**src/hmc_pkg.sv**
```systemverilog
/*
 * Constants shared by the hardware monitor control block: register
 * offsets, field positions, reset values and conversion timing.
 * Assumes a 100 MHz register clock and 32-bit APB data.
 */
package hmc_pkg;
   localparam int          CLK_MHZ          = 100;
   // Times in microseconds, as printed
   localparam int          SHORT_CONV_US    = 11600;
   localparam int          LONG_CONV_US     = 185600;
   localparam int          CYCLE_US         = 266800;
   localparam int          RESET_PULSE_US   = 20000;
   localparam int          SHORT_CONV_CYC   = SHORT_CONV_US * CLK_MHZ;
   localparam int          LONG_CONV_CYC    = LONG_CONV_US * CLK_MHZ;
   localparam int          RESET_PULSE_CYC  = RESET_PULSE_US * CLK_MHZ;
   localparam int          NUM_CH           = 8;
   localparam int          NUM_VOLT_CH      = 6;
   localparam int          CH_W             = 3;
   localparam int          CNT_W            = 25;
   // Channel slots within one monitoring cycle
   localparam logic [2:0]  CH_TWELVE        = 3'h0;
   localparam logic [2:0]  CH_SUPPLY        = 3'h5;
   localparam logic [2:0]  CH_INT_TEMP      = 3'h6;
   localparam logic [2:0]  CH_REMOTE_TEMP   = 3'h7;
   // Register byte offsets
   localparam logic [11:0] OFS_CONFIG       = 12'h000;
   localparam logic [11:0] OFS_STATUS       = 12'h004;
   localparam logic [11:0] OFS_MASK         = 12'h008;
   localparam logic [11:0] OFS_ID_LOW       = 12'h00C;
   localparam logic [11:0] OFS_ID_HIGH      = 12'h010;
   localparam logic [11:0] OFS_PIN_STATE    = 12'h014;
   localparam logic [11:0] OFS_LIMIT_BASE   = 12'h040;
   localparam logic [11:0] OFS_VALUE_BASE   = 12'h060;
   // Configuration fields
   localparam int          CFG_START        = 0;
   localparam int          CFG_PIN_RESET    = 1;
   localparam int          CFG_ID_MODE      = 2;
   localparam int          CFG_FIRE_RESET   = 3;
   localparam logic [3:0]  CONFIG_RESET     = 4'h1;
   localparam logic [7:0]  MASK_RESET       = 8'hFF;
   localparam logic [15:0] LIMIT_RESET      = 16'hFF00;
   // Fixed upper part of the seven-bit serial address
   localparam logic [4:0]  ADDR_UPPER       = 5'b01011;
   localparam logic [1:0]  ADDR_GND         = 2'b00;
   localparam logic [1:0]  ADDR_OPEN        = 2'b10;
   localparam logic [1:0]  ADDR_VCC         = 2'b01;
endpackage

```
**src/hmc_seq_if.sv**
```systemverilog
/*
 * Carries the conversion slot handshake between the control top and
 * its sequencer. Both ends share the same clock.
 */
`timescale 1ns/1ps
interface hmc_seq_if;
   logic       run;
   logic [2:0] channel;
   logic       conv_done;
   modport seq  (input run, output channel, output conv_done);
   modport ctrl (output run, input channel, input conv_done);
endinterface

```
**src/hmc_sequencer.sv**
```systemverilog
/*
 * Monitoring sequencer: steps through eight conversion slots, six
 * voltages then internal and remote temperature, and pulses conv_done
 * at the end of each slot. Assumes run is synchronous to clk.
 */
`timescale 1ns/1ps
module hmc_sequencer #(
   parameter int SHORT_CYC = hmc_pkg::SHORT_CONV_CYC,
   parameter int LONG_CYC  = hmc_pkg::LONG_CONV_CYC
) (
   input wire logic   pclk,
   input wire logic   presetn,
   hmc_seq_if.seq     sq
);
   typedef enum logic {HMC_IDLE, HMC_CONVERT} hmc_seq_state_t;

   hmc_seq_state_t                  state;
   hmc_seq_state_t                  next_state;
   logic [hmc_pkg::CNT_W-1:0]       count;
   logic [hmc_pkg::CNT_W-1:0]       next_count;
   logic [2:0]                      channel;
   logic [2:0]                      next_channel;

   function automatic logic [hmc_pkg::CNT_W-1:0] slot_len(
      input logic [2:0] ch);
      // Remote diode needs the long slot; all others the short one
      if (ch == hmc_pkg::CH_REMOTE_TEMP) begin
         slot_len = hmc_pkg::CNT_W'(LONG_CYC - 1);
      end else begin
         slot_len = hmc_pkg::CNT_W'(SHORT_CYC - 1);
      end
   endfunction

   always_comb begin
      next_state   = state;
      next_count   = count;
      next_channel = channel;
      case (state)
         HMC_IDLE: begin
            next_channel = 3'h0;
            next_count   = slot_len(3'h0);
            if (sq.run) begin
               next_state = HMC_CONVERT;
            end
         end
         HMC_CONVERT: begin
            if (!sq.run) begin
               next_state = HMC_IDLE;
            end else if (count == '0) begin
               // Eight slots wrap so the cycle repeats
               next_channel = channel + 3'h1;
               next_count   = slot_len(channel + 3'h1);
            end else begin
               next_count = count - 1'b1;
            end
         end
         default: next_state = HMC_IDLE;
      endcase
   end

   always_ff @(posedge pclk or negedge presetn) begin
      if (!presetn) begin
         state   <= HMC_IDLE;
         count   <= '0;
         channel <= 3'h0;
      end else begin
         state   <= next_state;
         count   <= next_count;
         channel <= next_channel;
      end
   end

   assign sq.channel   = channel;
   // Combinational, so the result is filed under the slot's own channel
   assign sq.conv_done = (state == HMC_CONVERT) && sq.run && (count == '0);
endmodule

```
**src/hmc_top.sv**
```systemverilog
/*
 * Hardware monitor control: APB register file, monitoring sequencer,
 * limit checks with sticky status and interrupt, identification pin
 * capture, power-up straps and the multi-function pin. Assumes the
 * analog front end presents adc_value for adc_channel at conv end,
 * in the pclk domain; all pins are asynchronous to pclk.
 */
// The address map and the APB register port are this design's own decisions.
`timescale 1ns/1ps
module hmc_top #(
   parameter int SHORT_CYC = hmc_pkg::SHORT_CONV_CYC,
   parameter int LONG_CYC  = hmc_pkg::LONG_CONV_CYC,
   parameter int PULSE_CYC = hmc_pkg::RESET_PULSE_CYC
) (
   input  wire logic        pclk,
   input  wire logic        presetn,
   input  wire logic [11:0] paddr,
   input  wire logic        psel,
   input  wire logic        penable,
   input  wire logic        pwrite,
   input  wire logic [31:0] pwdata,
   output logic      [31:0] prdata,
   output logic             pready,
   output logic             pslverr,
   input  wire logic        core_id_bit0_input,
   input  wire logic        core_id_bit1_input,
   input  wire logic        core_id_bit2_input,
   input  wire logic        core_id_bit3_input,
   input  wire logic        twelve_volt_sense_input,
   input  wire logic        test_tree_strap_input,
   input  wire logic        scl_input,
   input  wire logic        sda_input,
   input  wire logic        addr_pin_high,
   input  wire logic        addr_pin_low,
   input  wire logic [7:0]  adc_value,
   output logic      [2:0]  adc_channel,
   output logic      [6:0]  bus_address,
   output logic             bus_address_valid,
   output logic             multi_pin_out,
   output logic             multi_pin_oe,
   output logic             irq
);
   localparam int NCH = hmc_pkg::NUM_CH;
   localparam int NS  = 10;
   // Serial lines idle high, so reset must not fake an edge on them
   localparam logic [NS-1:0] SYNC_IDLE = 10'h0C0;
   typedef enum logic [1:0] {HMC_WAIT_STRAP, HMC_TEST, HMC_WAIT_ADDR,
                             HMC_NORMAL} hmc_pin_state_t;

   hmc_seq_if sq ();

   // Pin synchronisers: first stage read only by the second
   logic [NS-1:0]  sync1;
   logic [NS-1:0]  sync2;
   logic [NS-1:0]  pin_raw;
   logic           scl_prev;
   logic           sda_prev;

   assign pin_raw = {addr_pin_low, addr_pin_high, sda_input, scl_input,
                     test_tree_strap_input, twelve_volt_sense_input,
                     core_id_bit3_input, core_id_bit2_input,
                     core_id_bit1_input, core_id_bit0_input};

   always_ff @(posedge pclk or negedge presetn) begin
      if (!presetn) begin
         sync1    <= SYNC_IDLE;
         sync2    <= SYNC_IDLE;
         scl_prev <= 1'b1;
         sda_prev <= 1'b1;
      end else begin
         sync1    <= pin_raw;
         sync2    <= sync1;
         scl_prev <= sync2[6];
         sda_prev <= sync2[7];
      end
   end

   // Registers
   logic [3:0]     config_q;
   logic [3:0]     next_config;
   logic [7:0]     status;
   logic [7:0]     next_status;
   logic [7:0]     mask;
   logic [7:0]     next_mask;
   logic [15:0]    limit     [NCH];
   logic [15:0]    next_limit[NCH];
   logic [7:0]     value     [NCH];
   logic [7:0]     next_value[NCH];
   logic [3:0]     id_low;
   logic [3:0]     next_id_low;
   logic           id_high;
   logic           next_id_high;
   logic           wr_en;
   logic           rd_hit;
   logic [7:0]     out_of_limit;

   function automatic logic reg_is(input logic [11:0] a,
                                   input logic [11:0] ofs);
      reg_is = (a == ofs);
   endfunction

   // Limit or value slot index, or NCH when outside the window
   function automatic int slot_of(input logic [11:0] a,
                                  input logic [11:0] base);
      slot_of = NCH;
      if (a >= base && a < base + 12'(4 * NCH) && a[1:0] == 2'b00) begin
         slot_of = int'((a - base) >> 2);
      end
   endfunction

   assign wr_en = psel && penable && pwrite;

   always_comb begin
      out_of_limit = 8'h00;
      if (sq.conv_done) begin
         // Twelve-volt channel has no meaning in identification mode
         if (!(sq.channel == hmc_pkg::CH_TWELVE &&
               config_q[hmc_pkg::CFG_ID_MODE]) &&
             (adc_value > limit[sq.channel][15:8] ||
              adc_value < limit[sq.channel][7:0])) begin
            out_of_limit[sq.channel] = 1'b1;
         end
      end
   end

   always_comb begin
      next_config = config_q;
      next_config[hmc_pkg::CFG_FIRE_RESET] = 1'b0;
      next_mask   = mask;
      next_status = status;
      next_limit  = limit;
      next_value  = value;
      if (sq.conv_done) begin
         next_value[sq.channel] = adc_value;
      end
      if (wr_en) begin
         if (reg_is(paddr, hmc_pkg::OFS_CONFIG)) begin
            next_config = pwdata[3:0];
         end
         if (reg_is(paddr, hmc_pkg::OFS_MASK)) begin
            next_mask = pwdata[7:0];
         end
         if (reg_is(paddr, hmc_pkg::OFS_STATUS)) begin
            next_status = status & ~pwdata[7:0];
         end
         if (slot_of(paddr, hmc_pkg::OFS_LIMIT_BASE) < NCH) begin
            next_limit[slot_of(paddr, hmc_pkg::OFS_LIMIT_BASE)] =
               pwdata[15:0];
         end
      end
      // A new event wins over a clear in the same cycle
      next_status  = next_status | out_of_limit;
      next_id_low  = sync2[3:0];
      next_id_high = config_q[hmc_pkg::CFG_ID_MODE] & sync2[4];
   end

   always_ff @(posedge pclk or negedge presetn) begin
      if (!presetn) begin
         config_q <= hmc_pkg::CONFIG_RESET;
         status   <= 8'h00;
         mask     <= hmc_pkg::MASK_RESET;
         id_low   <= 4'h0;
         id_high  <= 1'b0;
         for (int i = 0; i < NCH; i++) begin
            limit[i] <= hmc_pkg::LIMIT_RESET;
            value[i] <= 8'h00;
         end
      end else begin
         config_q <= next_config;
         status   <= next_status;
         mask     <= next_mask;
         id_low   <= next_id_low;
         id_high  <= next_id_high;
         limit    <= next_limit;
         value    <= next_value;
      end
   end

   // Straps, address capture and multi-function pin
   hmc_pin_state_t pin_state;
   hmc_pin_state_t next_pin_state;
   logic [1:0]     settle;
   logic [1:0]     next_settle;
   logic [1:0]     addr_low;
   logic [1:0]     next_addr_low;
   logic [31:0]    pulse_cnt;
   logic [31:0]    next_pulse_cnt;
   logic           test_tree_result_output;
   logic           bus_activity;
   logic [1:0]     strap_code;

   // Chain of two-input NAND gates across the four ID inputs and both serial lines
   function automatic logic nand_chain(input logic [5:0] ins);
      logic acc;
      acc = 1'b1;
      for (int i = 0; i < 6; i++) begin
         acc = ~(acc & ins[i]);
      end
      nand_chain = acc;
   endfunction

   assign test_tree_result_output = nand_chain({sync2[7:6], sync2[3:0]});
   assign bus_activity = (sync2[6] != scl_prev) || (sync2[7] != sda_prev);
   assign strap_code   = sync2[9] ? hmc_pkg::ADDR_GND :
                         sync2[8] ? hmc_pkg::ADDR_VCC : hmc_pkg::ADDR_OPEN;

   always_comb begin
      next_pin_state = pin_state;
      next_settle    = settle;
      next_addr_low  = addr_low;
      next_pulse_cnt = pulse_cnt;
      case (pin_state)
         HMC_WAIT_STRAP: begin
            // Wait until the synchronisers hold real pin levels
            next_settle = settle + 2'h1;
            if (settle == 2'h3) begin
               next_pin_state = sync2[5] ? HMC_TEST
                                         : HMC_WAIT_ADDR;
            end
         end
         HMC_TEST: next_pin_state = HMC_TEST;
         HMC_WAIT_ADDR: begin
            if (bus_activity) begin
               next_addr_low  = strap_code;
               next_pin_state = HMC_NORMAL;
            end
         end
         HMC_NORMAL: begin
            if (pulse_cnt != 32'h0000_0000) begin
               next_pulse_cnt = pulse_cnt - 32'h0000_0001;
            end
            if (config_q[hmc_pkg::CFG_FIRE_RESET] &&
                config_q[hmc_pkg::CFG_PIN_RESET]) begin
               next_pulse_cnt = 32'(PULSE_CYC);
            end
         end
         default: next_pin_state = HMC_WAIT_STRAP;
      endcase
   end

   always_ff @(posedge pclk or negedge presetn) begin
      if (!presetn) begin
         pin_state <= HMC_WAIT_STRAP;
         settle    <= 2'h0;
         addr_low  <= hmc_pkg::ADDR_GND;
         pulse_cnt <= 32'h0000_0000;
      end else begin
         pin_state <= next_pin_state;
         settle    <= next_settle;
         addr_low  <= next_addr_low;
         pulse_cnt <= next_pulse_cnt;
      end
   end

   // Open drain: the pin is only ever pulled low
   always_comb begin
      multi_pin_out = 1'b0;
      multi_pin_oe  = 1'b0;
      case (pin_state)
         HMC_TEST: multi_pin_oe = ~test_tree_result_output;
         HMC_NORMAL: begin
            if (config_q[hmc_pkg::CFG_PIN_RESET]) begin
               multi_pin_oe = (pulse_cnt != 32'h0000_0000);
            end else begin
               multi_pin_oe = irq;
            end
         end
         default: multi_pin_oe = 1'b0;
      endcase
   end

   assign irq               = |(status & mask);
   assign bus_address       = {hmc_pkg::ADDR_UPPER, addr_low};
   assign bus_address_valid = (pin_state == HMC_NORMAL);
   assign sq.run            = config_q[hmc_pkg::CFG_START] &&
                              (pin_state != HMC_TEST) &&
                              (pin_state != HMC_WAIT_STRAP);
   assign adc_channel       = sq.channel;

   hmc_sequencer #(
      .SHORT_CYC (SHORT_CYC),
      .LONG_CYC  (LONG_CYC)
   ) u_seq (
      .pclk    (pclk),
      .presetn (presetn),
      .sq      (sq)
   );

   // APB read side; zero wait states, unmapped offsets flag an error
   always_comb begin
      prdata = 32'h0000_0000;
      rd_hit = 1'b1;
      if (reg_is(paddr, hmc_pkg::OFS_CONFIG)) begin
         prdata = {28'h000_0000, config_q};
      end else if (reg_is(paddr, hmc_pkg::OFS_STATUS)) begin
         prdata = {24'h00_0000, status};
      end else if (reg_is(paddr, hmc_pkg::OFS_MASK)) begin
         prdata = {24'h00_0000, mask};
      end else if (reg_is(paddr, hmc_pkg::OFS_ID_LOW)) begin
         prdata = {28'h000_0000, id_low};
      end else if (reg_is(paddr, hmc_pkg::OFS_ID_HIGH)) begin
         prdata = {31'h0000_0000, id_high};
      end else if (reg_is(paddr, hmc_pkg::OFS_PIN_STATE)) begin
         prdata = {22'h00_0000, (pin_state == HMC_TEST),
                   bus_address_valid, 1'b0, bus_address};
      end else if (slot_of(paddr, hmc_pkg::OFS_LIMIT_BASE) < NCH) begin
         prdata = {16'h0000, limit[slot_of(paddr, hmc_pkg::OFS_LIMIT_BASE)]};
      end else if (slot_of(paddr, hmc_pkg::OFS_VALUE_BASE) < NCH) begin
         prdata = {24'h00_0000,
                   value[slot_of(paddr, hmc_pkg::OFS_VALUE_BASE)]};
      end else begin
         rd_hit = 1'b0;
      end
   end

   assign pready  = 1'b1;
   assign pslverr = psel && penable && !rd_hit;
endmodule

```
**config.mk**
```make
export PLATFORM = sky130hd
export DESIGN_NAME = hmc_top
export DESIGN_NICKNAME = d
export VERILOG_FILES = /design/src/hmc_pkg.sv /design/src/hmc_seq_if.sv /design/src/hmc_sequencer.sv /design/src/hmc_top.sv
export SDC_FILE = /design/constraint.sdc
export NUM_CORES = 1
export LEC_CHECK = 0
export BUFFER_PORTS_ARGS = -buffer_cell sky130_fd_sc_hd__buf_2
export CAP_MARGIN = 15
export CORE_AREA = 8 8 198 200
export DETAILED_ROUTE_END_ITERATION = 7
export DIE_AREA = 0 0 206 208
export GPL_TIMING_DRIVEN = 0
export PLACE_DENSITY = 0.64
export SLEW_MARGIN = 20
export SYNTH_ARGS = -nofsm -noshare
export SYNTH_HDL_FRONTEND = slang
export SYNTH_HIERARCHICAL = 1
export SYNTH_SLANG_ARGS = --single-unit
export TNS_END_PERCENT = 1
```
**constraint.sdc**
```tcl
create_clock -name pclk -period 5.4 [get_ports pclk]
set_clock_uncertainty 0.05 [all_clocks]
set_input_delay 0.81 -clock pclk [delete_from_list [all_inputs] [get_ports pclk]]
set_output_delay 0.81 -clock pclk [all_outputs]
set_load 0.01 [all_outputs]
```
Word-level counts from Yosys, hierarchy flattened

Cells that the tools add are included.

Bits in latches: 0
Output and inout bits: 48
Bits in read-only memories: 0
Bits of input ports: 67
Memories kept: 0
Register bits: 306
Word-level logic and storage cells: 221
RAM bits: 0

Order comparisons: 17
Shifts and indexed selects: 0
Divide/modulo/power cells: 0
Muxes and demuxes: 90
Bitwise logic cells: 20
Eq/ne operators: 17
Reduce and logical (&&, ||, !) cells: 38
Multiply operators: 0
$add $sub $neg: 6

Operator list:

| operator              | number |
|---|---|
| $mux 32               | 33 |
| $mux 16               | 12 |
| $bwmux 128            | 1 |
| $bmux 16 s3           | 2 |
| $ge 32x4->1 const B   | 3 |
| $lt 32x5->1 const B   | 3 |
| $not 32->32           | 3 |
| $mux 25               | 3 |
| $bwmux 64             | 1 |
| $mux 8                | 8 |
| $mux 30               | 2 |
| $pmux 25 s2           | 1 |
| $demux 16 s3          | 1 |
| $lt 32x1->1 const B   | 1 |
| $reduce_bool 32->1    | 1 |
| $sub 32x1->32 const B | 1 |
| $sub 12x7->13 const B | 2 |
| $logic_not 25->1      | 1 |
| $sub 25x1->25 const B | 1 |
| $bmux 8 s3            | 1 |
| $demux 8 s3           | 1 |
| $eq 12x4->1 const B   | 2 |
| $eq 12x5->1 const B   | 2 |
| $ge 12x7->1 const B   | 2 |
| other kinds (42)      | 100 |

Depth between registers and ports, before layout

Depth in word-level cells: 39
Gate-level depth with buffers: 15

By module

Netlist, hierarchy kept.

Modules (own cells, without submodules):

| module        | cells an instance | sequential area each (µm²) | times used | area an instance (µm²) |
|---|---|---|---|---|
| hmc_top       | 1,312             | 7,030.5                    | 1          | 14,789.2 |
| hmc_sequencer | 175               | 725.7                      | 1          | 1,602.8 |

Least setup slack after synthesis

No wires, ideal clock.

Kind: input -> output
From: in paddr[5]
To: out prdata[9]
Setup slack: 1.623 ns
Stages on the path: 8
Data required time: 4.540 ns
Arrival: 2.917 ns
Cell sequence: ha_1 nor4_4 nand3_1 nor2_2 buf_2 nand2_1 a32o_1 o31ai_1

Longest elaborated chain between the ends: 22

Ends and longest elaborated chain:

| what                                                 | line           | text |
|---|---|---|
| start, declared                                      | hmc_top.sv:17  | `input wire logic [11:0] paddr,` |
| branches (longest 21 deep; another with $lt 32x5->1) | n/a            |  |
| $mux 16 *                                            | hmc_top.sv:293 | `if (reg_is(paddr, hmc_pkg::OFS_CONFIG)) begin` |
| end, declared                                        | hmc_top.sv:22  | `output logic [31:0] prdata,` |

Every way passes the cells marked *. The select of a mux whose other input is x is not followed.

Worst setup path in the final report

From: reg u_seq.channel[0] (netlist: u_seq/sq.channel[0])
To: reg status[5]

Longest elaborated chain between the ends: 10

Ends and longest elaborated chain:

| what                                       | line                           | text |
|---|---|---|
| start, declared                            | hmc_sequencer.sv:21            | `logic [2:0] channel;` |
| start signal, assigned                     | hmc_sequencer.sv:69            | `channel <= next_channel;` |
| $not 3->4 (implied by the code)            | hmc_top.sv:119, hmc_top.sv:120 |  |
| $bmux 16 s3                                | hmc_top.sv:119, hmc_top.sv:120 |  |
| $mux 16 (implied by the code) (2 in a row) | hmc_top.sv:120                 | `adc_value < limit[sq.channel][7:0])) begin` |
| $gt 8x8->1 or $lt 8x8->1 (tied branches)   | hmc_top.sv:119, hmc_top.sv:120 |  |
| $logic_or 1x1->1                           | hmc_top.sv:119                 | `(adc_value > limit[sq.channel][15:8] \|\|` |
| $logic_and 1x1->1                          | hmc_top.sv:118                 | `config_q[hmc_pkg::CFG_ID_MODE]) &&` |
| $mux 8 *                                   | hmc_top.sv:117                 | `if (!(sq.channel == hmc_pkg::CH_TWELVE &&` |
| $mux 8 *                                   | hmc_top.sv:115                 | `if (sq.conv_done) begin` |
| $or 8x8->8 *                               | hmc_top.sv:152                 | `next_status = next_status \| out_of_limit;` |
| net next_status[5]                         | hmc_top.sv:82                  | `logic [7:0] next_status;` |
| end signal, assigned                       | hmc_top.sv:170                 | `status <= next_status;` |
| end, declared                              | hmc_top.sv:81                  | `logic [7:0] status;` |

Mark *: on every way through the listed nets, which the timed path passes. The rest lies on a longest branch. The select of a mux whose other input is x is not followed.
A chain may end at the register's enable or synchronous reset.

==> results.txt <==
status: finished clean
biggest area consumer among synthesized cells: dfrtp_1
row cnt: 70
Switching Share: 24.2%
Min-Delay Path Class: input port to async pin
Wirelength per Cell: 23.9 um
commonest non-fill, non-tap cell in the layout: dfrtp_1
post-synthesis cell count: 1487
switching power: 1280 uW
Synth Register Bits: 306
Final Hold Viols: 0
CTS Root Cell: clkbuf_16
# DRC: 0
Slew Limit Fails: 0
RSZ-0062 raised after global routing: no
Worst EP arrival: 5.57 ns
GR Overflow Total: 0
clock share of power: 47.2%
htree depth: 2
vias per cell: 6.09
input/output buffers: 70
Die Y-Extent: 208 um
first-pass GRT wire length: 77500 um
Required @ worst endpoint: 5.72 ns
Worst slew margin: 27.1%
CTS Buffer Depth: 3
Mapped Area: 0.0164 mm^2
clock-pin slew on the worst setup and hold paths: 0.06 ns
largest net degree at the start of global routing: 100
Final ANT Viol Nets: 0
Worst setup SP type: flop
initial antenna violation count: 1
combinational share of power: 7.9%
First DRT Iteration DRCs: 1027
WHS: 0.157 ns
share of cells above drive strength 1: 32.1%
Crit. End Element: flop
max-cap viol count: 0
ys flop type: dfrtp_1
final non-filler cell total: 2111
synth warn: 6
Synth top area share: 34.7%
Slew @ Worst Pin: 1.09 ns
drt pass-1 iters: 6
top achievable clock speed: 0.190 GHz
Core ar.: 0.0361 mm^2
final net count: 1713
vias in the first global route: 13000
Sink Count: 306
Initial Utilization: 45.4%
maximum vdd drop: 0.294 mV
CTS buffer count: 35
placer congestion estimate: 0.941
PwrDens: 283 mW/mm^2
post-DP HPWL: 34900 um
Critical Path Fanout Max: 10
sequential power share: 44.9%
P&R area growth vs syn: 14.2%
setup violators final: 0
GRT Util Overall: 23.2%
Placement Setup Slack: 0.0698 ns
Leakage: 0.00824 uW
die area: 0.0428 mm^2
min Tclk post-route: 5.25 ns
# IOs: 115
CTS tree: built
most frequent cells in the layout: 227 x dfrtp_1, 222 x mux2_2, 126 x nor2_1
final worst path period share: 97.2%
worst-skew pair later-pin latency: 0.53 ns
Fill cells: 3245
largest cells by area after synthesis: dfrtp_1 35%, mux2_2 15%, dfstp_2 13%, nor2_1 2.9%, nand2_1 2.4%
Placed Instances: 2049
setup ws final: 0.150 ns
Internal: 4020 uW
CP Class: flop to flop
Routed WL: 50400 um
number of enable flip-flop cells after synthesis: 0
Post-Syn Area per Cell: 11.0 um^2
Setup Total Neg Slack: 0 ns
total chip power: 5290 uW
Distinct cells, synth: 84
Async SR Flop Fraction: 100%
Vias: 12900
Seq/Total Area, Yosys: 47.3%
Die X: 206 um
[worst max-delay path, cell delays in order, from the launching register on]
cell             delay (ns)
dfrtp_1                0.43
clkdlybuf4s15_1        0.72
clkbuf_2               0.45
buf_2                  0.40
clkdlybuf4s15_1        0.74
mux2i_1                0.26
o22ai_1                0.11
nor2_1                 0.27
ha_1                   0.30
a21o_1                 0.18
a21oi_1                0.16
a21oi_1                0.09
o22ai_1                0.22
o21ai_0                0.32
nand2_1                0.26
o21ai_0                0.12
[cells in the mapped netlist (all sizes together), types with 5 or more instances]
cell    count
nand3      39
dfrtp     227
o21a        5
o22ai      33
or2         6
inv        20
o221ai      8
nor3       35
clkbuf     52
mux2i      38
o21ai      65
dfstp      79
a21o        6
or3        13
o211ai      5
nand2b      8
mux2      232
xnor2      24
and3       10
nand4      10
ha         28
nor4       24
a31oi       7
and2        8
a21oi      43
xor2       18
a32o        7
a22oi      39
or4        13
nand2     107
o31ai      10
mux4       11
a221oi      7
nor2      131
buf        49
nor2b      14
[metal layers]
metal / global-route usage, % / vias up / wire length [um]
li1: - / 5679 / -
met1: 31.6 / 6453 / 21100
met2: 35.9 / 590 / 23100
met3: 4.07 / 136 / 4040
met4: 10.0 / 0 / 2150
met5: 0 / - / 0
[power by group through the flow]
stage	combinational (uW)	sequential (uW)	clock, uW
4_1_cts	420	2370	2540
2_1_floorplan	226	2410	0
3_5_place_dp	417	2410	0
3_3_place_gp	400	2410	0
5_1_grt	467	2380	2620
6_report	421	2380	2500
[registers in the layout (all words and copies together), names as in the netlist]
| name | flops |
|---|---|
| limit | 128 |
| value | 64 |
| pulse_cnt | 32 |
| u_seq/count | 25 |
| sync1 | 10 |
| sync2 | 10 |
| mask | 8 |
| status | 8 |
| config_q | 4 |
| id_low | 4 |
| u_seq/sq.channel | 3 |
| addr_low | 2 |
| pin_state | 2 |
| settle | 2 |
| id_high | 1 |
| scl_prev | 1 |
| sda_prev | 1 |
| u_seq/state | 1 |
[path summary, 6_finish.rpt]
check	depth (start not counted)	from	end	slack, ns
max	15	u_seq/sq.channel[0]	status[5]	0.15
min	1	presetn	u_seq/count[3]	0.16
max reg2reg	15	u_seq/sq.channel[0]	status[5]	0.15
min reg2reg	0	sync1[1]	sync2[1]	0.30
max in group asynchronous	3	presetn	limit[25]	3.96
min in group pclk	0	sync1[1]	sync2[1]	0.30
[logic make-up (layout without fill, tap and decap cells)]
family,after synthesis,count (layout),synth area share (%)
AND/OR/NAND/NOR,435,435,13.6
flip-flops,306,306,47.3
multiplexers,281,281,20.0
AO/OA/AOI/OAI,272,272,11.1
buffers and inverters,121,255,3.53
XOR/XNOR,42,42,2.24
adder cells (fa/ha/maj),28,28,2.14
other,2,24,0.0458
[metrics by stage]
stage	util (%)	instance area, um^2
after detailed placement	48.5	17500
after floorplan	-	16500
after global routing	51.9	18700
final	51.9	18700
after global placement	48.2	17400
after CTS	51.8	18700
[what timing repair did]
item / in CTS / in global routing
setup buffers: 0 / 0
endpoints found under the setup margin: 0 / 8
hold buffers: 0 / 0
resized for setup: 0 / 4
[cell type report]
| type | count | area [um^2] | share of cell area [%] |
|---|---|---|---|
| sequential | 306 | 7760 | 41.4 |
| clock buffer | 47 | 991 | 5.29 |
| multi-input combinational | 1081 | 8150 | 43.5 |
| clock inverter | 14 | 206 | 1.10 |
| buffer | 101 | 518 | 2.77 |
| timing repair buffer | 73 | 443 | 2.37 |
| inverter | 20 | 75.1 | 0.401 |
| tap | 468 | 586 | 3.13 |
| antenna | 1 | 2.50 | 0.0134 |
Power figures use the tool's default switching activity.
